==> config.mk <==
export PLATFORM = sky130hd
export DESIGN_NAME = gdt_regs
export DESIGN_NICKNAME = d
export VERILOG_FILES = /design/src/gdt_pkg.sv /design/src/gdt_regs.sv
export SDC_FILE = /design/constraint.sdc
export NUM_CORES = 1
export LEC_CHECK = 0
export BUFFER_PORTS_ARGS = -buffer_cell sky130_fd_sc_hd__buf_2
export CORE_MARGIN = 8
export CORE_UTILIZATION = 59
export DETAILED_ROUTE_END_ITERATION = 8
export GPL_TIMING_DRIVEN = 0
export HOLD_SLACK_MARGIN = 0.06
export PLACE_DENSITY = 0.89
export SLEW_MARGIN = 20
export SYNTH_ARGS = -nofsm -noshare
export SYNTH_HDL_FRONTEND = slang
export SYNTH_SLANG_ARGS = --single-unit
==> constraint.sdc <==
create_clock -name clk_sys -period 1.55 [get_ports clk_sys]
set_input_delay 0.155 -clock clk_sys [delete_from_list [all_inputs] [get_ports clk_sys]]
set_output_delay 0.155 -clock clk_sys [all_outputs]
set_load 0.03 [all_outputs]
==> src/gdt_pkg.sv <==
// package of offsets, fields and reset values for the gate drive timing registers
package gdt_pkg;
    // ------------------------------------------------------------
    // register offsets
    // ------------------------------------------------------------
    localparam logic [4:0] OFS_DRIVE_TIMING = 5'h0d;
    localparam logic [4:0] OFS_DELAY_CH1 = 5'h0e;
    localparam logic [4:0] OFS_DELAY_CH2 = 5'h0f;
    localparam logic [4:0] OFS_DELAY_CH3 = 5'h10;
    // ------------------------------------------------------------
    // reset values
    // ------------------------------------------------------------
    localparam logic [15:0] RST_FW_DRIVE_TIMING = 16'h4900;
    localparam logic [15:0] RST_ACT_DRIVE_TIMING = 16'h4900;
    localparam logic [15:0] RST_SWITCH_DELAYS = 16'h0a0a;
    // ------------------------------------------------------------
    // field layout of the drive current and timing register
    // ------------------------------------------------------------
    localparam int RESERVED_BIT = 15;
    localparam int BLANK4_LSB = 12;
    localparam int CCP4_LSB = 9;
    localparam int BLANK3_LSB = 6;
    localparam int ICH1_LSB = 0;
    localparam int ICH2_LSB = 2;
    localparam int ICH3_LSB = 4;
    localparam logic [15:0] DRIVE_TIMING_WMASK = 16'h7fff;
    // ------------------------------------------------------------
    // delay register fields and step
    // ------------------------------------------------------------
    localparam int TOFF_LSB = 8;
    localparam int TON_LSB = 0;
    localparam real DELAY_STEP_NS = 62.5;
    localparam real CLK_PERIOD_NS = 4.0;
    localparam int DELAY_STEP_CYC = int'(DELAY_STEP_NS / CLK_PERIOD_NS);
endpackage

==> src/gdt_regs.sv <==
// register slice holding freewheel and active timing plus per-channel switch delays
// How it works
// bank bit 1 at offset 0x0d reaches the freewheel drive current and timing register
// bank bit 0 at offset 0x0d reaches the active-side timing register instead
// bank-1 blanking and cross-conduction times drive only freewheel transistor outputs
// bit 15 of the bank-1 register always reads zero
// bits 14:12 freewheel blanking set 4, reset code 100
// bits 11:9 freewheel cross-conduction set 4, reset code 100
// bits 8:6 freewheel blanking set 3, reset code 100
// bits 1:0, 3:2, 5:4 max drive current of channels 1, 2, 3
// current codes ascend from 00 lowest (reset) to 11 highest
// max current select also used during post-charge of modulated transistor
// bridge-to-set mapping lives elsewhere; sets are exported unmapped
// delay bits 15:8 hold turn-off delay count in 62.5 ns steps
// delay bits 7:0 hold turn-on delay count in 62.5 ns steps
// both delay fields of every channel reset to 0x0a
// channel delay registers sit at offsets 0x0e, 0x0f, 0x10
// writes to bank-1 bit 15 are dropped
`timescale 1ns/10ps
module gdt_regs (
    input wire logic clk_sys,
    input wire logic rst_b,
    input wire logic reg_bank,
    input wire logic [4:0] reg_addr,
    input wire logic reg_wr,
    input wire logic reg_rd,
    input wire logic [15:0] reg_wdata,
    output logic [15:0] reg_rdata,
    output logic reg_hit,
    output logic [2:0] freewheel_blanking_set4,
    output logic [2:0] freewheel_cross_conduction_set4,
    output logic [2:0] freewheel_blanking_set3,
    output logic [2:0] active_blanking_set4,
    output logic [2:0] active_cross_conduction_set4,
    output logic [2:0] active_blanking_set3,
    output logic [1:0] max_drive_current_ch1,
    output logic [1:0] max_drive_current_ch2,
    output logic [1:0] max_drive_current_ch3,
    output logic [7:0] turn_on_delay_ch1,
    output logic [7:0] turn_on_delay_ch2,
    output logic [7:0] turn_on_delay_ch3,
    output logic [7:0] turn_off_delay_ch1,
    output logic [7:0] turn_off_delay_ch2,
    output logic [7:0] turn_off_delay_ch3
);
    // ------------------------------------------------------------
    // storage
    // ------------------------------------------------------------
    logic [15:0] fw_r;
    logic [15:0] fw_nxt;
    logic [15:0] act_r;
    logic [15:0] act_nxt;
    logic [15:0] dly_r [3];
    logic [15:0] dly_nxt [3];
    logic [15:0] rdata_r;
    logic [15:0] rdata_nxt;
    logic hit_r;
    logic hit_nxt;

    // ------------------------------------------------------------
    // offset decode and qualified strobes
    // ------------------------------------------------------------
    logic sel_fw;
    logic sel_act;
    logic sel_dly1;
    logic sel_dly2;
    logic sel_dly3;
    logic sel_any;
    logic wr_fw;
    logic wr_act;
    logic wr_dly1;
    logic wr_dly2;
    logic wr_dly3;

    // ------------------------------------------------------------
    // field output registers
    // ------------------------------------------------------------
    logic [2:0] fw_blank4_r;
    logic [2:0] fw_blank4_nxt;
    logic [2:0] fw_xcond4_r;
    logic [2:0] fw_xcond4_nxt;
    logic [2:0] fw_blank3_r;
    logic [2:0] fw_blank3_nxt;
    logic [2:0] act_blank4_r;
    logic [2:0] act_blank4_nxt;
    logic [2:0] act_xcond4_r;
    logic [2:0] act_xcond4_nxt;
    logic [2:0] act_blank3_r;
    logic [2:0] act_blank3_nxt;
    logic [1:0] imax1_r;
    logic [1:0] imax1_nxt;
    logic [1:0] imax2_r;
    logic [1:0] imax2_nxt;
    logic [1:0] imax3_r;
    logic [1:0] imax3_nxt;
    logic [7:0] ton1_r;
    logic [7:0] ton1_nxt;
    logic [7:0] ton2_r;
    logic [7:0] ton2_nxt;
    logic [7:0] ton3_r;
    logic [7:0] ton3_nxt;
    logic [7:0] toff1_r;
    logic [7:0] toff1_nxt;
    logic [7:0] toff2_r;
    logic [7:0] toff2_nxt;
    logic [7:0] toff3_r;
    logic [7:0] toff3_nxt;

    // ------------------------------------------------------------
    // offset decode, bank bit steers the shared offset
    // ------------------------------------------------------------
    always_comb begin
        sel_fw = 1'b0;
        sel_act = 1'b0;
        sel_dly1 = 1'b0;
        sel_dly2 = 1'b0;
        sel_dly3 = 1'b0;
        sel_any = 1'b1;
        if (reg_addr == gdt_pkg::OFS_DRIVE_TIMING && reg_bank) begin
            sel_fw = 1'b1;
        end else if (reg_addr == gdt_pkg::OFS_DRIVE_TIMING) begin
            sel_act = 1'b1;
        end else if (reg_addr == gdt_pkg::OFS_DELAY_CH1) begin
            sel_dly1 = 1'b1;
        end else if (reg_addr == gdt_pkg::OFS_DELAY_CH2) begin
            sel_dly2 = 1'b1;
        end else if (reg_addr == gdt_pkg::OFS_DELAY_CH3) begin
            sel_dly3 = 1'b1;
        end else begin
            sel_any = 1'b0;
        end
    end

    // ------------------------------------------------------------
    // write strobes, unmapped offsets get none
    // ------------------------------------------------------------
    always_comb begin
        wr_fw = reg_wr & sel_fw;
        wr_act = reg_wr & sel_act;
        wr_dly1 = reg_wr & sel_dly1;
        wr_dly2 = reg_wr & sel_dly2;
        wr_dly3 = reg_wr & sel_dly3;
    end

    // ------------------------------------------------------------
    // register contents, next values
    // ------------------------------------------------------------
    always_comb begin
        fw_nxt = fw_r;
        act_nxt = act_r;
        dly_nxt[0] = dly_r[0];
        dly_nxt[1] = dly_r[1];
        dly_nxt[2] = dly_r[2];
        if (wr_fw) begin
            fw_nxt = reg_wdata & gdt_pkg::DRIVE_TIMING_WMASK;
        end
        if (wr_act) begin
            act_nxt = reg_wdata & gdt_pkg::DRIVE_TIMING_WMASK;
        end
        if (wr_dly1) begin
            dly_nxt[0] = reg_wdata;
        end
        if (wr_dly2) begin
            dly_nxt[1] = reg_wdata;
        end
        if (wr_dly3) begin
            dly_nxt[2] = reg_wdata;
        end
    end

    // ------------------------------------------------------------
    // register contents, storage
    // ------------------------------------------------------------
    always_ff @(posedge clk_sys or negedge rst_b) begin
        if (!rst_b) begin
            fw_r <= gdt_pkg::RST_FW_DRIVE_TIMING;
            act_r <= gdt_pkg::RST_ACT_DRIVE_TIMING;
            dly_r[0] <= gdt_pkg::RST_SWITCH_DELAYS;
            dly_r[1] <= gdt_pkg::RST_SWITCH_DELAYS;
            dly_r[2] <= gdt_pkg::RST_SWITCH_DELAYS;
        end else begin
            fw_r <= fw_nxt;
            act_r <= act_nxt;
            dly_r[0] <= dly_nxt[0];
            dly_r[1] <= dly_nxt[1];
            dly_r[2] <= dly_nxt[2];
        end
    end

    // ------------------------------------------------------------
    // read data, old contents when read and write coincide
    // ------------------------------------------------------------
    always_comb begin
        rdata_nxt = rdata_r;
        hit_nxt = 1'b0;
        if (reg_rd) begin
            hit_nxt = sel_any;
            if (sel_fw) begin
                rdata_nxt = fw_r & gdt_pkg::DRIVE_TIMING_WMASK;
            end else if (sel_act) begin
                rdata_nxt = act_r & gdt_pkg::DRIVE_TIMING_WMASK;
            end else if (sel_dly1) begin
                rdata_nxt = dly_r[0];
            end else if (sel_dly2) begin
                rdata_nxt = dly_r[1];
            end else if (sel_dly3) begin
                rdata_nxt = dly_r[2];
            end else begin
                rdata_nxt = 16'h0000;
            end
        end
    end

    // ------------------------------------------------------------
    // read data, storage
    // ------------------------------------------------------------
    always_ff @(posedge clk_sys or negedge rst_b) begin
        if (!rst_b) begin
            rdata_r <= 16'h0000;
            hit_r <= 1'b0;
        end else begin
            rdata_r <= rdata_nxt;
            hit_r <= hit_nxt;
        end
    end

    // ------------------------------------------------------------
    // field outputs, next values
    // ------------------------------------------------------------
    always_comb begin
        fw_blank4_nxt = fw_r[gdt_pkg::BLANK4_LSB +: 3];
        fw_xcond4_nxt = fw_r[gdt_pkg::CCP4_LSB +: 3];
        fw_blank3_nxt = fw_r[gdt_pkg::BLANK3_LSB +: 3];
        act_blank4_nxt = act_r[gdt_pkg::BLANK4_LSB +: 3];
        act_xcond4_nxt = act_r[gdt_pkg::CCP4_LSB +: 3];
        act_blank3_nxt = act_r[gdt_pkg::BLANK3_LSB +: 3];
        imax1_nxt = fw_r[gdt_pkg::ICH1_LSB +: 2];
        imax2_nxt = fw_r[gdt_pkg::ICH2_LSB +: 2];
        imax3_nxt = fw_r[gdt_pkg::ICH3_LSB +: 2];
        ton1_nxt = dly_r[0][gdt_pkg::TON_LSB +: 8];
        ton2_nxt = dly_r[1][gdt_pkg::TON_LSB +: 8];
        ton3_nxt = dly_r[2][gdt_pkg::TON_LSB +: 8];
        toff1_nxt = dly_r[0][gdt_pkg::TOFF_LSB +: 8];
        toff2_nxt = dly_r[1][gdt_pkg::TOFF_LSB +: 8];
        toff3_nxt = dly_r[2][gdt_pkg::TOFF_LSB +: 8];
    end

    // ------------------------------------------------------------
    // field outputs, one register stage each
    // ------------------------------------------------------------
    always_ff @(posedge clk_sys or negedge rst_b) begin
        if (!rst_b) begin
            fw_blank4_r <= gdt_pkg::RST_FW_DRIVE_TIMING[gdt_pkg::BLANK4_LSB +: 3];
            fw_xcond4_r <= gdt_pkg::RST_FW_DRIVE_TIMING[gdt_pkg::CCP4_LSB +: 3];
            fw_blank3_r <= gdt_pkg::RST_FW_DRIVE_TIMING[gdt_pkg::BLANK3_LSB +: 3];
            act_blank4_r <= gdt_pkg::RST_ACT_DRIVE_TIMING[gdt_pkg::BLANK4_LSB +: 3];
            act_xcond4_r <= gdt_pkg::RST_ACT_DRIVE_TIMING[gdt_pkg::CCP4_LSB +: 3];
            act_blank3_r <= gdt_pkg::RST_ACT_DRIVE_TIMING[gdt_pkg::BLANK3_LSB +: 3];
            imax1_r <= gdt_pkg::RST_FW_DRIVE_TIMING[gdt_pkg::ICH1_LSB +: 2];
            imax2_r <= gdt_pkg::RST_FW_DRIVE_TIMING[gdt_pkg::ICH2_LSB +: 2];
            imax3_r <= gdt_pkg::RST_FW_DRIVE_TIMING[gdt_pkg::ICH3_LSB +: 2];
            ton1_r <= gdt_pkg::RST_SWITCH_DELAYS[gdt_pkg::TON_LSB +: 8];
            ton2_r <= gdt_pkg::RST_SWITCH_DELAYS[gdt_pkg::TON_LSB +: 8];
            ton3_r <= gdt_pkg::RST_SWITCH_DELAYS[gdt_pkg::TON_LSB +: 8];
            toff1_r <= gdt_pkg::RST_SWITCH_DELAYS[gdt_pkg::TOFF_LSB +: 8];
            toff2_r <= gdt_pkg::RST_SWITCH_DELAYS[gdt_pkg::TOFF_LSB +: 8];
            toff3_r <= gdt_pkg::RST_SWITCH_DELAYS[gdt_pkg::TOFF_LSB +: 8];
        end else begin
            fw_blank4_r <= fw_blank4_nxt;
            fw_xcond4_r <= fw_xcond4_nxt;
            fw_blank3_r <= fw_blank3_nxt;
            act_blank4_r <= act_blank4_nxt;
            act_xcond4_r <= act_xcond4_nxt;
            act_blank3_r <= act_blank3_nxt;
            imax1_r <= imax1_nxt;
            imax2_r <= imax2_nxt;
            imax3_r <= imax3_nxt;
            ton1_r <= ton1_nxt;
            ton2_r <= ton2_nxt;
            ton3_r <= ton3_nxt;
            toff1_r <= toff1_nxt;
            toff2_r <= toff2_nxt;
            toff3_r <= toff3_nxt;
        end
    end

    // ------------------------------------------------------------
    // output ports, straight from the registers
    // ------------------------------------------------------------
    assign freewheel_blanking_set4 = fw_blank4_r;
    assign freewheel_cross_conduction_set4 = fw_xcond4_r;
    assign freewheel_blanking_set3 = fw_blank3_r;
    assign active_blanking_set4 = act_blank4_r;
    assign active_cross_conduction_set4 = act_xcond4_r;
    assign active_blanking_set3 = act_blank3_r;
    assign max_drive_current_ch1 = imax1_r;
    assign max_drive_current_ch2 = imax2_r;
    assign max_drive_current_ch3 = imax3_r;
    assign turn_on_delay_ch1 = ton1_r;
    assign turn_on_delay_ch2 = ton2_r;
    assign turn_on_delay_ch3 = ton3_r;
    assign turn_off_delay_ch1 = toff1_r;
    assign turn_off_delay_ch2 = toff2_r;
    assign turn_off_delay_ch3 = toff3_r;
    assign reg_rdata = rdata_r;
    assign reg_hit = hit_r;
endmodule

# ---- Word-level counts from Yosys, hierarchy flattened
# Cells that the tools add are included.
dict set report totals {
  input_bits 26
  regBits 167
  output_inout_bits 89
}
dict set report classes {
  n_eq_ne 4
  reduce_logical 1
  bitwise_logic 5
  mux 25
}
# op count
set op_table {}
lappend op_table {{2-to-1 mux 16 bit} 5}
lappend op_table {{2-to-1 mux 1 bit} 20}
lappend op_table {{equality test 5 x 4 -> 1 bit (second input constant)} 3}
lappend op_table {{bitwise AND 1 bit} 5}
lappend op_table {{equality test 5 bit (second input constant)} 1}
lappend op_table {{logical AND 1 bit} 1}

# ---- Longest topological paths before layout
# Gate-level depths: netlist (run 1).
dict set report logic_depth {
  ltp_word 11
  ltp_mapped 7
  ltp_nobuf 4
}

# ---- Worst setup path after synthesis (run 1)
# OpenSTA, ideal clock, no wires.
dict set report synth_path {
  path_kind {input-to-reg}
  start {input reg_addr[4]}
  end {register act_r[10]}
  required_time_ns 1.425
  path_buffers 1
  arrival_time_ns 1.500
  stages 5
  setup_slack_ns -0.075
  path_cell_list {nand3b_4 > nor3b_4 > nor3b_4 > buf_6 > mux2_2}
}
dict set report synth_via {
  elab_chain_len 4
}
# element line
set synth_rtl {}
lappend synth_rtl {{start, declared} gdt_regs.sv:24} ;# input wire logic [4:0] reg_addr,
lappend synth_rtl {{equality test 5 x 4 -> 1 bit (*)} {gdt_regs.sv:119, gdt_regs.sv:121}}
lappend synth_rtl {{2-to-1 mux 1 bit / logical AND 1 bit (equally long branches)} {gdt_regs.sv:121, gdt_regs.sv:119}}
lappend synth_rtl {{2-to-1 mux 1 bit (*)} gdt_regs.sv:119} ;# if (reg_addr == gdt_pkg::OFS_DRIVE_TIMING && reg_bank) begin
lappend synth_rtl {{bitwise AND 1 bit (*)} gdt_regs.sv:139} ;# wr_act = reg_wr & sel_act;
lappend synth_rtl {{end signal, assigned} gdt_regs.sv:177} ;# act_r <= gdt_pkg::RST_ACT_DRIVE_TIMING;
lappend synth_rtl {{end signal, assigned} gdt_regs.sv:183} ;# act_r <= act_nxt;
lappend synth_rtl {{end, declared} gdt_regs.sv:51} ;# logic [15:0] act_r;
# Mark *: on every way between the ends. The rest lies on a longest branch, timed or not.
# A chain may end at the register's enable or synchronous reset.

# ---- Worst setup path after layout (run 1)
dict set report layout_path {
  start {input reg_addr[4]}
  end {register dly_r[26] (netlist name)}
}
dict set report layout_via {
  elab_chain_len 6
}
# element line
set layout_rtl {}
lappend layout_rtl {{equality test 5 x 4 -> 1 bit} gdt_regs.sv:125} ;# end else if (reg_addr == gdt_pkg::OFS_DELAY_CH2) begin
lappend layout_rtl {{2-to-1 mux 1 bit} gdt_regs.sv:125}
lappend layout_rtl {{2-to-1 mux 1 bit} gdt_regs.sv:123} ;# end else if (reg_addr == gdt_pkg::OFS_DELAY_CH1) begin
lappend layout_rtl {{2-to-1 mux 1 bit} gdt_regs.sv:121} ;# end else if (reg_addr == gdt_pkg::OFS_DRIVE_TIMING) begin
lappend layout_rtl {{2-to-1 mux 1 bit (*)} gdt_regs.sv:119}
lappend layout_rtl {{bitwise AND 1 bit (*)} gdt_regs.sv:141} ;# wr_dly2 = reg_wr & sel_dly2;
lappend layout_rtl {{end, declared} gdt_regs.sv:53} ;# logic [15:0] dly_r [3];
# Marks and branches as above.

==> flow_summary.toml, run 1 <==
[status]
outcome = "finished, final reports clean"

[clock_tree]
cts_root_buf = "clkbuf_8"
clock_latency_ns = 0.53
clockBufferDepth = 2
cts_tree = "yes"
cts_sinks = 167
clkTransAtPathRegs_ns = 0.06
h-tree-depth = 4
cts_made_buffers = 17

[synth]
synthesis.area_um2 = 6120
synth_top_flop_cell = "dfrtp_1"
ys_top_cells_by_area = "dfrtp_1 (54%), mux2_2 (17%), dfstp_2 (15%), nand2b_1 (2.5%), a22oi_1 (1.8%)"
synth-edff-count = 0
syn_area_per_cell_um2 = 15.5
synth_largest_area_cell = "dfrtp_1"
yosys-top-cells-count = "dfrtp_1 (131), mux2_2 (91), dfstp_2 (36)"
synth_top_area_share_pct = 53.6
synthArstFlopShare_pct = 100
syn_nets = 422
synthCells = 396
synth-seq-cells = 167
ys_warn_count = 0
yosys.cell_count.top_type = "dfrtp_1"
yosysSeqAreaShare_pct = 69.0
yosys.cell_types.count = 30

[placement]
portBuffers = 113
gp_congestion = 0.792
hpwlAfterDp_um = 9940
dp_cells = 646

[detailed_routing]
wl_per_cell_um = 22.4
met3_length_um = 1240
drc_errors = 0
first_pass_iters = 4
ant_nets = 0
wl_met1_um = 6150
topRoutingLayerUsed = "met4"
routed-wl-met2_um = 7780
viasPerCell = 5.72
wl_um = 15600
vias = 3985
drt_iter0_markers = 346

[die]
fp.dieW_um = 118
die_h_um = 118
die-area_um2 = 13900
core_area_um2 = 10200
rows = 37
start_util_pct = 60.1
ios = 115

[finish]
layout-drive-gt1-share_pct = 52.2
antenna_cells = 0
multiInputGateArea_um2 = 1780
nets = 574
fillerInstances = 611
area_delta_synth_final_pct = 25.8
fin_util_pct = 75.6
finalNonFillerCells = 697
regArea_um2 = 4220

[global_route]
grt.overflow.total = 0
grt_max_degree = 86
antenna_found_initial = 0
grt_pass1_wl_um = 24900
grt_pass1_vias = 4356
grt_use_total_pct = 23.4

[flow_run]
drv_cap = 0

[critical_path]
crit_required_ns = 1.96
crit_path_start = "reg_addr[4]"
r2r_slack_ns = 0.35
timing.rr.end = "reg_rdata[10]"
startpoint_type = "primary input"
critical_path.max_fanout = 10
cp.arrival_ns = 1.91
r2r_start = "dly_r[26]"
worstSetupPathType = "primary input to register"
endpoint = "dly_r[26]"
end_kind = "register"
ff2ff_path_depth = 3

[pwr]
ir_worst_vdd_mv = 0.819
power_density_nw_per_um2 = 1500
power_uw = 11600
p_leak_uw = 0.00375

[sta]
tightest_slew_ns = 0.719
clock_skew_ns = 0.00704
hold_violations = 0
report.final.slew_viol_count = 0
fin_crit_sh_pct = 96.6
relSlewSlack_pct = 52.1
whs_ns = 0.0894
rsz0062_at_grt = "false"
setup_viol = 0
fmax_mhz = 668
min_period_ns = 1.50

[min_path]
min_path_type = "primary input to register"
critical path, stage by stage:
cell and delay (ns):
buf_2 0.11, and4b_1 0.28, buf_4 0.21, and3_1 0.16, buf_2 0.28, clkbuf_4 0.34
mux2_2 0.37
stage by stage:
stage	TNS (ns)	area [um2]	setup WS (ns)
after CTS	0	7700	0.0225
after detailed placement	-34.15	6930	-0.635
after global routing	0	7700	0.0207
final	0	7700	0.0520
after global placement	-310.69	6890	-1.88
after floorplan	-0.523	6150	-0.0538
report_power, final:
| part | switching, uW | leakage (uW) | total (uW) | internal (uW) |
|---|---|---|---|---|
| clock | 1690 | 0.000283 | 4110 | 2410 |
| combinational | 1230 | 0.00138 | 1910 | 682 |
| sequential | 400 | 0.00209 | 5570 | 5170 |
| total | 3320 | 0.00375 | 11600 | 8260 |
cell families (layout without fill, tap and decap cells):
logic type | count (synthesis) | count (layout) | share of synthesized area (%)
buffers and inverters | 31 | 196 | 2.45
DFF | 167 | 167 | 69.0
AOI/OAI and AO/OA | 43 | 43 | 5.19
and+or+nand+nor | 64 | 64 | 6.58
muxes | 91 | 91 | 16.7
flip-flops by register name, summed over array words and instances, names as in the netlist, 8 cells and up:
name and count:
reg_rdata 16, turn_on_delay_ch2 8, turn_on_delay_ch3 8, turn_off_delay_ch1 8
act_r 15, turn_off_delay_ch2 8, fw_r 15, turn_off_delay_ch3 8
turn_on_delay_ch1 8, dly_r 48
timing repair:
action                     CTS  global route
setup endpoints to repair   18             9
buffers inserted             1             0
hold buffers                18             0
resized for setup            1             3
pin swaps                    0             0
hold endpoints to repair   161             0
cell usage in the layout, fill, tap and decap left out, drive strengths merged, types with 2 or more instances in the layout:
cell and instances:
a22oi 15, and4b 2, buf 125, bufinv 2, clkbuf 31, clkinv 6
clkinvlp 3, dfrtp 131, dfstp 36, dlygate4sd3 18, inv 11, mux2 91
nand2 3, nand2b 24, nand3 15, nor2 13, nor3b 2, o21ai 10
o221ai 7, o311ai 7
metal layers:
layer | track usage [%] | vias up
met5 | 0 | -
met4 | 11.0 | 0
met3 | 7.63 | 31
met2 | 37.9 | 168
met1 | 27.9 | 2075
li1 | - | 1711
final cells by class:
type / instances / area share [%]
inverter: 10 / 0.487
tap: 136 / 2.21
multi-input combinational: 198 / 23.1
clock buffer: 20 / 5.91
timing repair buffer: 133 / 10.3
sequential: 167 / 54.8
clock inverter: 12 / 1.62
buffer: 21 / 1.53
worst min-delay path by stage:
stage           startpoint                  endpoint  slack (ns)  depth (start not counted)
6_report       reg_addr[1]              reg_rdata[6]        0.09                          4
3_3_place_gp     dly_r[25]     turn_off_delay_ch2[1]        0.36                          0
3_5_place_dp         rst_b  max_drive_current_ch3[1]        0.17                          1
4_1_cts        reg_addr[1]              reg_rdata[6]        0.07                          4
2_1_floorplan        rst_b                  act_r[0]       -0.14                          0
5_1_grt        reg_addr[1]              reg_rdata[6]        0.09                          4
(Power assumes the default switching activity.)
==> run 2: changes to the inputs <==
--- a/config.mk
+++ b/config.mk
@@ -11,7 +11,8 @@
 export DETAILED_ROUTE_END_ITERATION = 8
 export GPL_TIMING_DRIVEN = 0
 export HOLD_SLACK_MARGIN = 0.06
-export PLACE_DENSITY = 0.89
+export MAX_ROUTING_LAYER = met4
+export PLACE_DENSITY = 0.84
 export SLEW_MARGIN = 20
 export SYNTH_ARGS = -nofsm -noshare
 export SYNTH_HDL_FRONTEND = slang
==> run 2 against run 1 <==
Against the previous run:
- power up 0.98%
- global-route usage down 1.1 points
- combinational power about the same
- critical path depth unchanged
- via count down 1.8%
- design area up 0.62%
- clock skew down 0.0023 ns
- sequential power about the same
- flip-flop and latch count unchanged
- worst setup slack better by 0.037 ns
- final cell count up 0.57%
- critical path type unchanged
- critical endpoint unchanged
- largest cell class unchanged
- highest routed layer unchanged
==> flow_summary.toml, run 2 (synthesis results as in run 1) <==
[status]
outcome = "finished, final reports clean"

[sta]
setup_viol = 0
clock_skew_ns = 0.00473
whs_ns = 0.0871
hold_violations = 0
fin_ws_ns = 0.0888
relSlewSlack_pct = 52.4
fmax_mhz = 684
min_period_ns = 1.46
fin_setup_tns_ns = 0
rsz0062_at_grt = "false"
fin_crit_sh_pct = 94.3
report.final.slew_viol_count = 0
tightest_slew_ns = 0.714

[detailed_routing]
ant_nets = 0
drc_errors = 0
first_pass_iters = 4
drt_iter0_markers = 200
vias = 3913
viasPerCell = 5.58
wl_per_cell_um = 21.1
wl_um = 14800

[critical_path]
r2r_slack_ns = 0.37
timing.rr.end = "reg_rdata[9]"
crit_required_ns = 1.96
worstSetupPathType = "primary input to register"
end_kind = "register"
ff2ff_path_depth = 3
critical_path.max_fanout = 10
cp.arrival_ns = 1.87
r2r_start = "dly_r[25]"
startpoint_type = "primary input"

[die]
die-area_um2 = 13900
start_util_pct = 60.1
ios = 115
fp.dieW_um = 118
rows = 37
die_h_um = 118
core_area_um2 = 10200

[finish]
regArea_um2 = 4220
largest_reg_flops = 48
layout_commonest_cell = "dfrtp_1"
fin_util_pct = 76.1
finalNonFillerCells = 701
fillerInstances = 615
top_register = "dly_r"
layout_common_cells = "dfrtp_1 (131), buf_2 (118), mux2_2 (83)"
nets = 577
layout-drive-gt1-share_pct = 51.8
area_delta_synth_final_pct = 26.6
multiInputGateArea_um2 = 1780

[placement]
hpwlAfterDp_um = 9440
pre_cts_ws_ns = -0.585
portBuffers = 113
dp_cells = 646
gp_congestion = 0.791

[clock_tree]
cts_sinks = 167
cts_made_buffers = 17
clock_latency_ns = 0.53
cts_tree = "yes"
clockBufferDepth = 2
clkTransAtPathRegs_ns = 0.06
h-tree-depth = 4
cts_root_buf = "clkbuf_8"

[global_route]
grt_pass1_vias = 4259
grt_pass1_wl_um = 23200
grt_use_total_pct = 22.3
grt.overflow.total = 0
antenna_found_initial = 0
grt_max_degree = 89

[pwr]
ir_worst_vdd_mv = 0.843
p_leak_uw = 0.00375
power_density_nw_per_um2 = 1510

[flow_run]
drv_cap = 0

[min_path]
worstHoldPathCells = 4
min_path_type = "primary input to register"
hp-start = "reg_addr[1]"
hold_end = "reg_hit"
## run 2: changes by cell type in the layout (fill, tap and decap cells not counted), sizes merged, moves of 2 or more
cell / change
buf: +3
bufinv: +2
clkinv: -5
clkinvlp: +4
## run 2: per-stage QoR
step | power [uW] | area [um2]
2_1_floorplan | 6740 | 6150
3_3_place_gp | 7380 | 6890
3_5_place_dp | 7470 | 6930
4_1_cts | 11700 | 7720
5_1_grt | 12100 | 7750
6_report | 11700 | 7750
## run 2: critical path, stage by stage
cell	delay, ns
buf_2	0.11
and4b_1	0.23
buf_4	0.18
and3_1	0.17
buf_2	0.26
buf_2	0.37
mux2_2	0.38
## run 2: how the worst max path moves through the flow
stage,from,cells past startpoint,end,slack [ns]
global placement,rst_b,1,turn_on_delay_ch2[2],-1.93
floorplan,reg_addr[4],5,act_r[10],-0.05
detailed placement,reg_addr[0],6,dly_r[29],-0.58
global route,reg_addr[1],7,dly_r[7],0.02
CTS,reg_addr[4],6,act_r[6],0.009
finish,reg_addr[4],7,dly_r[26],0.09
## run 2: area by class of cell
class                           instances  area share (%)
Antenna cell                            1          0.0323
Buffer                                 21            1.49
Clock buffer                           20            5.49
Clock inverter                         12            2.29
Inverter                               10           0.484
Multi-Input combinational cell        198            23.0
Sequential cell                       167            54.5
Tap cell                              136            2.20
Timing Repair Buffer                  136            10.5
## run 2: routing by layer
layer	global-route usage, %	share of wire (%)	up-vias
met5	-	0	-
met4	7.37	1.3	0
met3	6.43	6.1	20
met2	34.6	49	148
met1	27.9	44	2041
li1	-	-	1704
## run 2: what timing repair did
action,CTS,global route
endpoints found under the hold margin,158,0
setup buffers,0,3
pin swaps,0,0
gates cloned,0,0
resized for setup,1,2
endpoints found under the setup margin,8,12
hold buffers,19,0
## run 2: where the power goes
group	total, uW	leakage (uW)	internal [uW]	switching (uW)
Sequential	5550	0.00209	5170	383
Combinational	1890	0.00140	682	1210
Clock	4260	0.000269	2610	1650
Total	11700	0.00375	8460	3230
